File: src/rtl/sacf_regs.vh
/*
 * constants for the setup access control state machine: register offsets,
 * field positions, reset values and timing counts.
 * assumes a 100 MHz aclk and an axi4-lite master that issues word accesses.
 */
// Notes on behaviour
// - function button held 3 s enters quick level
// - quick level resets none; press then refused
// - remote route needs access input grounded
// - remote level resets to calibration
// - both pin codes zero skip code prompt
// - active pin shows code prompt first
// - code matching pin one or two grants
// - grant unlocks functions at or below level
// - wrong code shows end, back to measure
// - power-up hold then chord grants everything
// - up/down pick section then function
// - levels none,1..6,calibration ordered
`ifndef SACF_REGS_VH
`define SACF_REGS_VH

// ************************************************************
// register byte offsets
// ************************************************************
`define SACF_CFG_LEVELS 6'h00
`define SACF_CFG_PINS 6'h04
`define SACF_STATUS 6'h08
`define SACF_NAV 6'h0C
`define SACF_FUNC_LEVEL 6'h10

// ************************************************************
// access level encodings
// ************************************************************
`define SACF_LVL_NONE 3'h0
`define SACF_LVL_CAL 3'h7

// ************************************************************
// field positions
// ************************************************************
`define SACF_QUICK_LSB 0
`define SACF_REMOTE_LSB 4
`define SACF_PIN1_LSB 8
`define SACF_PIN2_LSB 12
`define SACF_REMEN_BIT 16
`define SACF_PINV1_LSB 0
`define SACF_PINV2_LSB 16

// ************************************************************
// reset values
// ************************************************************
`define SACF_CFG_LEVELS_RST 32'h0000_0070
`define SACF_CFG_PINS_RST 32'h0000_0000

// ************************************************************
// timing
// ************************************************************
`define SACF_CLK_HZ 100000000
`define SACF_HOLD_MS 3000
`define SACF_CHORD_MS 2000
`define SACF_HOLD_CYC ((`SACF_CLK_HZ / 1000) * `SACF_HOLD_MS)
`define SACF_CHORD_CYC ((`SACF_CLK_HZ / 1000) * `SACF_CHORD_MS)

`endif

File: src/rtl/sacf_access_fsm.v
/*
 * setup access control state machine with an axi4-lite register slave.
 * assumes buttons and remote contact are raw pins (synchronised here),
 * buttons active high when pressed, remote contact low when grounded.
 */
`timescale 1ns/1ps
`default_nettype none
`include "sacf_regs.vh"

module sacf_access_fsm #(
    parameter [31:0] HOLD_CYC = `SACF_HOLD_CYC,
    parameter [31:0] CHORD_CYC = `SACF_CHORD_CYC
) (
    input wire aclk,
    input wire aresetn,
    input wire [31:0] s_axi_awaddr,
    input wire s_axi_awvalid,
    output reg s_axi_awready,
    input wire [31:0] s_axi_wdata,
    input wire [3:0] s_axi_wstrb,
    input wire s_axi_wvalid,
    output reg s_axi_wready,
    output reg [1:0] s_axi_bresp,
    output reg s_axi_bvalid,
    input wire s_axi_bready,
    input wire [31:0] s_axi_araddr,
    input wire s_axi_arvalid,
    output reg s_axi_arready,
    output reg [31:0] s_axi_rdata,
    output reg [1:0] s_axi_rresp,
    output reg s_axi_rvalid,
    input wire s_axi_rready,
    input wire btn_func,
    input wire btn_up,
    input wire btn_down,
    input wire remote_n,
    output reg [2:0] granted_level,
    output reg setup_active,
    output reg code_prompt,
    output reg end_message,
    output reg override_message,
    output reg [3:0] section_idx,
    output reg [3:0] function_idx,
    output reg editing
);

    // ************************************************************
    // states
    // ************************************************************
    localparam [2:0] ST_MEAS = 3'h0;
    localparam [2:0] ST_WAIT_CHORD = 3'h1;
    localparam [2:0] ST_CODE = 3'h2;
    localparam [2:0] ST_SECTION = 3'h3;
    localparam [2:0] ST_FUNCTION = 3'h4;
    localparam [2:0] ST_EDIT = 3'h5;
    localparam [2:0] ST_END = 3'h6;
    localparam [2:0] ST_RELEASE = 3'h7;

    // ************************************************************
    // pin synchronisers
    // ************************************************************
    reg [3:0] sync1_reg;
    reg [3:0] sync2_reg;
    reg [3:0] prev_reg;
    always @(posedge aclk) begin
        if (!aresetn) begin
            sync1_reg <= 4'h8;
            sync2_reg <= 4'h8;
            prev_reg <= 4'h8;
        end else begin
            sync1_reg <= {remote_n, btn_down, btn_up, btn_func};
            sync2_reg <= sync1_reg;
            prev_reg <= sync2_reg;
        end
    end
    wire f_lvl = sync2_reg[0];
    wire chord = sync2_reg[1] & sync2_reg[2];
    wire up_rise = sync2_reg[1] & ~prev_reg[1] & ~sync2_reg[2];
    wire dn_rise = sync2_reg[2] & ~prev_reg[2] & ~sync2_reg[1];
    wire f_rise = f_lvl & ~prev_reg[0];
    wire f_fall = ~f_lvl & prev_reg[0];
    wire remote_act = ~sync2_reg[3];

    // ************************************************************
    // registers
    // ************************************************************
    reg [31:0] cfg_levels_reg;
    reg [31:0] cfg_pins_reg;
    reg [2:0] func_level_reg;
    wire [2:0] quick_access_level = cfg_levels_reg[`SACF_QUICK_LSB +: 3];
    wire [2:0] remote_access_level = cfg_levels_reg[`SACF_REMOTE_LSB +: 3];
    wire [2:0] pin_one_level = cfg_levels_reg[`SACF_PIN1_LSB +: 3];
    wire [2:0] pin_two_level = cfg_levels_reg[`SACF_PIN2_LSB +: 3];
    wire remote_input_access_function = cfg_levels_reg[`SACF_REMEN_BIT];
    wire [15:0] pin_one_value = cfg_pins_reg[`SACF_PINV1_LSB +: 16];
    wire [15:0] pin_two_value = cfg_pins_reg[`SACF_PINV2_LSB +: 16];

    // ************************************************************
    // main state machine
    // ************************************************************
    reg [2:0] state_reg;
    reg [31:0] cnt_reg;
    reg [15:0] code_reg;
    reg override_reg;
    reg [1:0] boot_reg;

    always @(posedge aclk) begin
        if (!aresetn) begin
            state_reg <= ST_MEAS;
            cnt_reg <= 32'h0000_0000;
            code_reg <= 16'h0000;
            granted_level <= `SACF_LVL_NONE;
            override_reg <= 1'b0;
            boot_reg <= 2'h3;
            section_idx <= 4'h0;
            function_idx <= 4'h0;
        end else begin
            case (state_reg)
            ST_MEAS: begin
                // power-up hold: first sample through the synchroniser, third edge
                if (boot_reg != 2'h0) begin
                    if (boot_reg == 2'h1 && f_lvl) begin
                        override_reg <= 1'b1;
                    end
                    boot_reg <= boot_reg - 2'h1;
                end
                if (f_lvl) begin
                    cnt_reg <= cnt_reg + 32'h0000_0001;
                    if (!override_reg && cnt_reg == HOLD_CYC - 32'h0000_0001) begin
                        // remote contact wins over the plain quick route
                        if (remote_input_access_function && remote_act) begin
                            granted_level <= remote_access_level;
                        end else begin
                            granted_level <= quick_access_level;
                        end
                        state_reg <= (remote_input_access_function && remote_act) ||
                            quick_access_level != `SACF_LVL_NONE ? ST_SECTION : ST_END;
                        cnt_reg <= 32'h0000_0000;
                    end
                end else if (f_fall) begin
                    state_reg <= ST_WAIT_CHORD;
                    cnt_reg <= 32'h0000_0000;
                end else begin
                    cnt_reg <= 32'h0000_0000;
                end
            end
            ST_WAIT_CHORD: begin
                cnt_reg <= cnt_reg + 32'h0000_0001;
                if (chord) begin
                    cnt_reg <= 32'h0000_0000;
                    code_reg <= 16'h0000;
                    if (override_reg) begin
                        granted_level <= `SACF_LVL_CAL;
                        state_reg <= ST_SECTION;
                    end else if (pin_one_level == `SACF_LVL_NONE) begin
                        granted_level <= pin_one_level;
                        state_reg <= ST_END;
                    end else if (pin_one_value == 16'h0000 && pin_two_value == 16'h0000) begin
                        granted_level <= pin_one_level;
                        state_reg <= ST_SECTION;
                    end else begin
                        state_reg <= ST_CODE;
                    end
                end else if (cnt_reg >= CHORD_CYC - 32'h0000_0001) begin
                    state_reg <= ST_MEAS;
                    cnt_reg <= 32'h0000_0000;
                end
            end
            ST_CODE: begin
                if (up_rise) begin
                    code_reg <= code_reg + 16'h0001;
                end else if (dn_rise) begin
                    code_reg <= code_reg - 16'h0001;
                end else if (f_rise) begin
                    if (code_reg == pin_one_value) begin
                        granted_level <= pin_one_level;
                        state_reg <= ST_SECTION;
                    end else if (code_reg == pin_two_value) begin
                        granted_level <= pin_two_level;
                        state_reg <= ST_SECTION;
                    end else begin
                        state_reg <= ST_END;
                    end
                end
            end
            ST_SECTION: begin
                if (up_rise) begin
                    section_idx <= section_idx + 4'h1;
                end else if (dn_rise) begin
                    section_idx <= section_idx - 4'h1;
                end else if (f_rise) begin
                    function_idx <= 4'h0;
                    state_reg <= ST_FUNCTION;
                end
            end
            ST_FUNCTION: begin
                if (up_rise) begin
                    function_idx <= function_idx + 4'h1;
                end else if (dn_rise) begin
                    function_idx <= function_idx - 4'h1;
                end else if (f_rise) begin
                    // functions above the granted level stay locked
                    if (granted_level == `SACF_LVL_CAL || override_reg ||
                        func_level_reg <= granted_level) begin
                        state_reg <= ST_EDIT;
                    end
                end
            end
            ST_EDIT: begin
                if (f_rise) begin
                    state_reg <= ST_FUNCTION;
                end
            end
            ST_END: begin
                // one cycle of end message, then wait for buttons to settle
                granted_level <= `SACF_LVL_NONE;
                state_reg <= ST_RELEASE;
            end
            ST_RELEASE: begin
                if (!f_lvl && !sync2_reg[1] && !sync2_reg[2]) begin
                    state_reg <= ST_MEAS;
                end
            end
            default: state_reg <= ST_MEAS;
            endcase
        end
    end

    // ************************************************************
    // registered outputs
    // ************************************************************
    always @(posedge aclk) begin
        if (!aresetn) begin
            setup_active <= 1'b0;
            code_prompt <= 1'b0;
            end_message <= 1'b0;
            override_message <= 1'b0;
            editing <= 1'b0;
        end else begin
            setup_active <= state_reg == ST_SECTION || state_reg == ST_FUNCTION ||
                state_reg == ST_EDIT;
            code_prompt <= state_reg == ST_CODE;
            end_message <= state_reg == ST_END;
            override_message <= override_reg;
            editing <= state_reg == ST_EDIT;
        end
    end

    // ************************************************************
    // axi4-lite slave
    // ************************************************************
    reg aw_hold_reg;
    reg w_hold_reg;
    reg [5:0] awaddr_reg;
    reg [31:0] wdata_reg;
    reg [3:0] wstrb_reg;
    wire wr_go = aw_hold_reg && w_hold_reg && !s_axi_bvalid;
    integer i;

    always @(posedge aclk) begin
        if (!aresetn) begin
            s_axi_awready <= 1'b0;
            s_axi_wready <= 1'b0;
            s_axi_bvalid <= 1'b0;
            s_axi_bresp <= 2'h0;
            aw_hold_reg <= 1'b0;
            w_hold_reg <= 1'b0;
            awaddr_reg <= 6'h00;
            wdata_reg <= 32'h0000_0000;
            wstrb_reg <= 4'h0;
            cfg_levels_reg <= `SACF_CFG_LEVELS_RST;
            cfg_pins_reg <= `SACF_CFG_PINS_RST;
            func_level_reg <= 3'h0;
        end else begin
            s_axi_awready <= !aw_hold_reg && !s_axi_awready && s_axi_awvalid;
            s_axi_wready <= !w_hold_reg && !s_axi_wready && s_axi_wvalid;
            if (s_axi_awvalid && s_axi_awready) begin
                aw_hold_reg <= 1'b1;
                awaddr_reg <= s_axi_awaddr[5:0];
            end
            if (s_axi_wvalid && s_axi_wready) begin
                w_hold_reg <= 1'b1;
                wdata_reg <= s_axi_wdata;
                wstrb_reg <= s_axi_wstrb;
            end
            if (wr_go) begin
                aw_hold_reg <= 1'b0;
                w_hold_reg <= 1'b0;
                s_axi_bvalid <= 1'b1;
                s_axi_bresp <= 2'h0;
                case (awaddr_reg)
                `SACF_CFG_LEVELS: begin
                    for (i = 0; i < 4; i = i + 1) begin
                        if (wstrb_reg[i]) begin
                            cfg_levels_reg[i*8 +: 8] <= wdata_reg[i*8 +: 8];
                        end
                    end
                end
                `SACF_CFG_PINS: begin
                    for (i = 0; i < 4; i = i + 1) begin
                        if (wstrb_reg[i]) begin
                            cfg_pins_reg[i*8 +: 8] <= wdata_reg[i*8 +: 8];
                        end
                    end
                end
                `SACF_FUNC_LEVEL: begin
                    if (wstrb_reg[0]) begin
                        func_level_reg <= wdata_reg[2:0];
                    end
                end
                `SACF_STATUS, `SACF_NAV: s_axi_bresp <= 2'h0;
                default: s_axi_bresp <= 2'h2;
                endcase
            end else if (s_axi_bvalid && s_axi_bready) begin
                s_axi_bvalid <= 1'b0;
            end
        end
    end

    always @(posedge aclk) begin
        if (!aresetn) begin
            s_axi_arready <= 1'b0;
            s_axi_rvalid <= 1'b0;
            s_axi_rdata <= 32'h0000_0000;
            s_axi_rresp <= 2'h0;
        end else begin
            s_axi_arready <= !s_axi_arready && !s_axi_rvalid && s_axi_arvalid;
            if (s_axi_arvalid && s_axi_arready) begin
                s_axi_rvalid <= 1'b1;
                s_axi_rresp <= 2'h0;
                case (s_axi_araddr[5:0])
                `SACF_CFG_LEVELS: s_axi_rdata <= cfg_levels_reg;
                `SACF_CFG_PINS: s_axi_rdata <= cfg_pins_reg;
                `SACF_STATUS: s_axi_rdata <= {22'h000000, override_reg, state_reg,
                    end_message, code_prompt, setup_active, granted_level};
                `SACF_NAV: s_axi_rdata <= {23'h000000, editing, function_idx,
                    section_idx};
                `SACF_FUNC_LEVEL: s_axi_rdata <= {29'h00000000, func_level_reg};
                default: begin
                    s_axi_rdata <= 32'h0000_0000;
                    s_axi_rresp <= 2'h2;
                end
                endcase
            end else if (s_axi_rvalid && s_axi_rready) begin
                s_axi_rvalid <= 1'b0;
            end
        end
    end

endmodule
`default_nettype wire

File: config.mk
export PLATFORM = sky130hd
export DESIGN_NAME = sacf_access_fsm
export DESIGN_NICKNAME = d
export VERILOG_FILES = /design/src/rtl/sacf_access_fsm.v
export VERILOG_INCLUDE_DIRS = /design/src /design/src/rtl
export SDC_FILE = /design/constraint.sdc
export NUM_CORES = 1
export LEC_CHECK = 0
export ABC_AREA = 1
export BUFFER_PORTS_ARGS = -buffer_cell sky130_fd_sc_hd__buf_2
export CAP_MARGIN = 20
export CORE_ASPECT_RATIO = 0.7
export CORE_MARGIN = 5
export CORE_UTILIZATION = 45
export DETAILED_ROUTE_END_ITERATION = 10
export HOLD_SLACK_MARGIN = 0.06
export PLACE_DENSITY = 0.65
export SYNTH_ARGS = -nofsm -noshare
export SYNTH_HDL_FRONTEND = slang
export SYNTH_SLANG_ARGS = --single-unit
File: constraint.sdc
create_clock -name aclk -period 3.66 [get_ports aclk]
set_clock_uncertainty 0.15 [all_clocks]
set_input_delay 0.549 -clock aclk [delete_from_list [all_inputs] [get_ports aclk]]
set_output_delay 0.549 -clock aclk [all_outputs]
set_load 0.01 [all_outputs]
-- Word-level counts from Yosys, hierarchy flattened
Index checks and enable logic that the tools add are counted.
- flip-flop bits (word level): 233
- bits of input ports: 111
- output and inout port bits: 57
- word-level logic and storage cells: 233
- $add $sub $neg: 8
- $lt $le $gt $ge: 2
- equality and inequality tests: 41
- muxes and demuxes: 60
- bitwise logic cells: 15
- reduce and logical (&&, ||, !) cells: 69
- operators with widths (cell ; count):
    32-bit one-hot mux with 5 select lines ; 1
    32-bit two-way mux ; 4
    3-bit two-way mux ; 33
    32-bit one-hot mux with 2 select lines ; 1
    16-bit two-way mux ; 3
    3-bit AND reduction ; 11
    32-bit by 1-bit adder with 32-bit output, second input constant ; 1
    16-bit == test ; 2
    32-bit by 29-bit == test with 1-bit output, second input constant ; 1
    32-bit by 28-bit greater-or-equal comparator with 1-bit output, second input constant ; 1
    16-bit logical NOT ; 2
    16-bit one-hot mux with 2 select lines ; 1
    4-bit two-way mux ; 7
    2-bit != test, second input constant ; 14
    6-bit by 4-bit == test with 1-bit output, second input constant ; 4
    3-bit one-hot mux with 8 select lines ; 1
    1-bit logical AND ; 19
    3-bit != test, second input constant ; 6
    16-bit by 1-bit adder with 16-bit output, second input constant ; 1
    16-bit by 1-bit subtractor with 16-bit output, second input constant ; 1
    3-bit == test, second input constant ; 5
    2-bit nonzero test ; 7
    13-bit AND reduction ; 1
    6-bit by 3-bit == test with 1-bit output, second input constant ; 2
    26 further kinds ; 66

-- Depth between registers and ports, before layout
- word-level depth: 8
- depth in mapped cells: 14
- depth with buffers taken out: 14

-- Least setup slack after synthesis
OpenSTA, ideal clock, no wires.
- kind: register -> register
- start: register sync2_reg[2]
- end: register code_reg[10]
- library setup time: 0.070 ns
- data arrival time: 2.307 ns
- data required time: 3.440 ns
- slack: 1.133 ns
- stages on the path, launching flop included: 11
- buffers on the path: 0
- period minus slack after synthesis: 2.527 ns
- cells stage by stage: dfxtp_1 nor2_1 nand2_1 ha_1 a21oi_1 nand2_1 a21boi_0 o21ai_0 a21oi_1 o21ai_0 a21oi_1
- cells in the longest elaborated chain, start to end: 4
- elaborated cells between the ends (all ways): 10
- those cells by class: eq/ne: 2; mux: 2; bitwise: 5; reduce/logical: 1
- RTL lines (item ; RTL line ; RTL):
    from (decl) ; sacf_access_fsm.v:63 ; reg [3:0] sync2_reg;
    from (signal assigned) ; sacf_access_fsm.v:72 ; sync2_reg <= sync1_reg;
    1-bit AND / 1-bit inverter (equally long branches) ; sacf_access_fsm.v:79, sacf_access_fsm.v:78 ;
    1-bit AND, on equally long branches ; sacf_access_fsm.v:79, sacf_access_fsm.v:78 ;
    3-bit != test (no source line) / 16-bit two-way mux (equally long branches) ; -- ;
    3-bit AND reduction (no source line) / 16-bit one-hot mux with 2 select lines (equally long branches) ; -- ;
    to (signal assigned) ; sacf_access_fsm.v:171 ; code_reg <= code_reg + 16'h0001;
    to (signal assigned) ; sacf_access_fsm.v:173 ; code_reg <= code_reg - 16'h0001;
    to (decl) ; sacf_access_fsm.v:103 ; reg [15:0] code_reg;
Several ways; a longest one is shown, not always the timed one.
A chain may end at the register's enable or synchronous reset.

-- Final worst setup path
Same ends and word-level chain as after synthesis.

==> flow_metrics.env <==
export IMPL_status="finished clean"
export IMPL_path_buf_inv=0
export IMPL_htreeDepth=1
export IMPL_fillers=2537
export IMPL_crit_family="compound AO/OA/AOI/OAI gates"
export IMPL_nets=1905
export IMPL_cp_end_kind="flop"
export IMPL_synth_top_cell_area_share_pct=40.9
export IMPL_synthCells=1668
export IMPL_place_congestion=0.939
export IMPL_synth_area_leaders="dfxtp_1 (41%), nand2_1 (12%), inv_1 (7.3%)"
export IMPL_diodes=0
export IMPL_cpPeakStageDelay_ps=500
export IMPL_antenna_left=0
export IMPL_cts_buffer_depth=3
export IMPL_tightest_slew_ps=977
export IMPL_required_ps=3900
export IMPL_hold_ws_ps=83.3
export IMPL_cp_max_fo=11
export IMPL_drt_iter0_drc=1022
export IMPL_core_area_um2=24700
export IMPL_totalWireLength_mm=33.6
export IMPL_grtUsageMet3_pct=4.52
export IMPL_slew_headroom_pct=34.8
export IMPL_yosysMostFrequentCell="nand2_1"
export IMPL_antenna_found_initial=0
export IMPL_cts_resized=0
export IMPL_via_per_inst=5.19
export IMPL_setup_tns_ps=0
export IMPL_overflow=0
export IMPL_startpoint_type="flop"
export IMPL_grt_max_degree=81
export IMPL_grt_pass1_wl_mm=53.5
export IMPL_path_cells="nor2_1 -> nand2_1 -> ha_1 -> a21oi_1 -> nand2_1 -> a21boi_0 -> o21ai_0 -> o21ai_0 -> a21oi_1"
export IMPL_grt_total_usage_pct=23.3
export IMPL_ys_ff_latch=231
export IMPL_fin_util_pct=52.6
export IMPL_drive_above_1_share_pct=10.4
export IMPL_wl_per_cell_um=15.9
export IMPL_cts_sinks=231
export IMPL_finalPower_mw=6.03
export IMPL_die_x_um=199
export IMPL_synth_area_leader_cell="dfxtp_1"
export IMPL_cts_tree="yes"
export IMPL_critPathSlowestCell="ha_1"
export IMPL_max_cap_violations=0
export IMPL_async_reset_ff_share_pct=0
export IMPL_synth_seq_area_share_pct=40.9
export IMPL_root_buffer="clkbuf_16"
export IMPL_hold_viol=0
export IMPL_remaining_drc_errors=0
export IMPL_vias=10900
export IMPL_dr_pass1_iters=8
export IMPL_syn_area_per_cell_um2=6.78
export IMPL_grt_busiest_layer="met1"
export IMPL_min_path_type="in2reg"
export IMPL_rsz0062_at_grt="false"
export IMPL_synth_common_cells="nand2_1 (360), dfxtp_1 (231), inv_1 (221), nor2_1 (221), a21oi_1 (165)"
export IMPL_fin_crit_ps=2910
export IMPL_io_pins=168
export IMPL_finalCritPeriodShare_pct=79.5
export IMPL_hpwl_mm=25.2
export IMPL_numCtsBuffers=24
export IMPL_cp_arrival_ps=3150
export IMPL_die_h_um=143
export IMPL_start_util_pct=45.8
export IMPL_peakVddDrop_mv=0.348
export IMPL_synth_edf_count=0
export IMPL_grtUsageMet1_pct=38.4
export IMPL_path_clk_slew_ps=70
export IMPL_io_buffer_count=113
export IMPL_insertion_delay_ps=540
export IMPL_power_leakage_nw=5.86
export IMPL_syn_area_um2=11300
export IMPL_path_class="reg2reg"
export IMPL_synthToLayoutAreaGrowth_pct=14.9
export IMPL_ys_types=49
export IMPL_die_area_um2=28400
export IMPL_num_rows=48
export IMPL_grt_pass1_vias=9732
export IMPL_drv_slew=0
export IMPL_power_density_nw_per_um2=464
export IMPL_synth_ff_type="dfxtp_1"
export IMPL_setup_viol_count_final=0
export IMPL_ys_warn_count=0
export IMPL_grtUsageMet2_pct=31.4
export IMPL_fmax_ghz=0.344
==> cells by family after synthesis <==
kind of cell             Yosys count  share of synthesized area [%]
adder cells (fa/ha/maj)           27                           3.19
AO/OA/AOI/OAI                    373                           17.5
AND/OR/NAND/NOR                  730                           26.9
other                              1                         0.0332
flip-flops                       231                           40.9
buffers and inverters            283                           9.60
XOR/XNOR                          23                           1.78
==> layer usage <==
metal | up-vias | part of all wire [%]
li1 | 5589 | -
met1 | 4965 | 52
met2 | 360 | 39
met3 | 27 | 8.5
met4 | 0 | 1.1
met5 | - | 0
==> through the flow <==
stage,cell area (um^2),setup WS [ps],cells
after floorplan,11300,1130,1669
after global placement,12100,834,2062
after detailed placement,12100,850,2062
after CTS,13000,816,2109
after global routing,13000,486,2109
final,13000,752,2109
==> repair_timing <==
action / 4_1_cts / 5_1_grt
buffers inserted: 0 / 0
endpoints found under the hold margin: 4 / 0
hold buffers: 4 / 0
==> placed cells by master (no fill, tap or decap), types with 2 or more instances in the layout <==
cell	n
xor2_1	21
a21oi_1	165
xnor2_1	2
buf_4	14
conb_1	2
o221ai_1	3
or2_2	10
bufinv_16	2
clkbuf_16	24
o21ai_0	151
o2111ai_1	2
o22ai_1	29
inv_2	3
nor3_1	27
or2_1	3
nand2_1	360
dfxtp_1	231
buf_2	112
a22oi_1	5
dlygate4sd3_1	4
nor4_1	2
fa_1	3
nor2_4	2
o21bai_1	3
nor2_1	221
a31oi_1	2
inv_1	220
clkinv_2	2
a211oi_1	3
clkbuf_8	5
ha_1	24
clkbuf_1	8
a21o_1	4
nand3_1	70
nand4_1	26
==> power by group <==
group / internal (mW) / leakage [nW] / switching (mW)
combinational: 0.264 / 3.60 / 0.589
clock: 1.47 / 0.393 / 1.04
sequential: 2.59 / 1.87 / 0.0847
total: 4.32 / 5.86 / 1.71
==> tightest hold or removal path, cell delays in order <==
cell	delay [ps]
buf_2	100
nand2_1	50
nor3_1	30
==> layout make-up <==
type	instances	area [um^2]	area share, %
Timing Repair Buffer	130	706	5.43
Inverter	225	847	6.52
Tap cell	325	407	3.13
Clock buffer	37	699	5.38
Clock inverter	6	109	0.838
Sequential cell	231	4620	35.6
Multi-Input combinational cell	1155	5600	43.1
==> path summary, 6_finish.rpt <==
check        cells past startpoint       endpoint  slack, ps           from
max reg2reg                      9   code_reg[10]        750   sync2_reg[2]
min reg2reg                      2   sync2_reg[2]        250   sync1_reg[2]
max                              9   code_reg[10]        750   sync2_reg[2]
min                              3  s_axi_arready         80  s_axi_arvalid
Power figures use the tool's default switching activity.
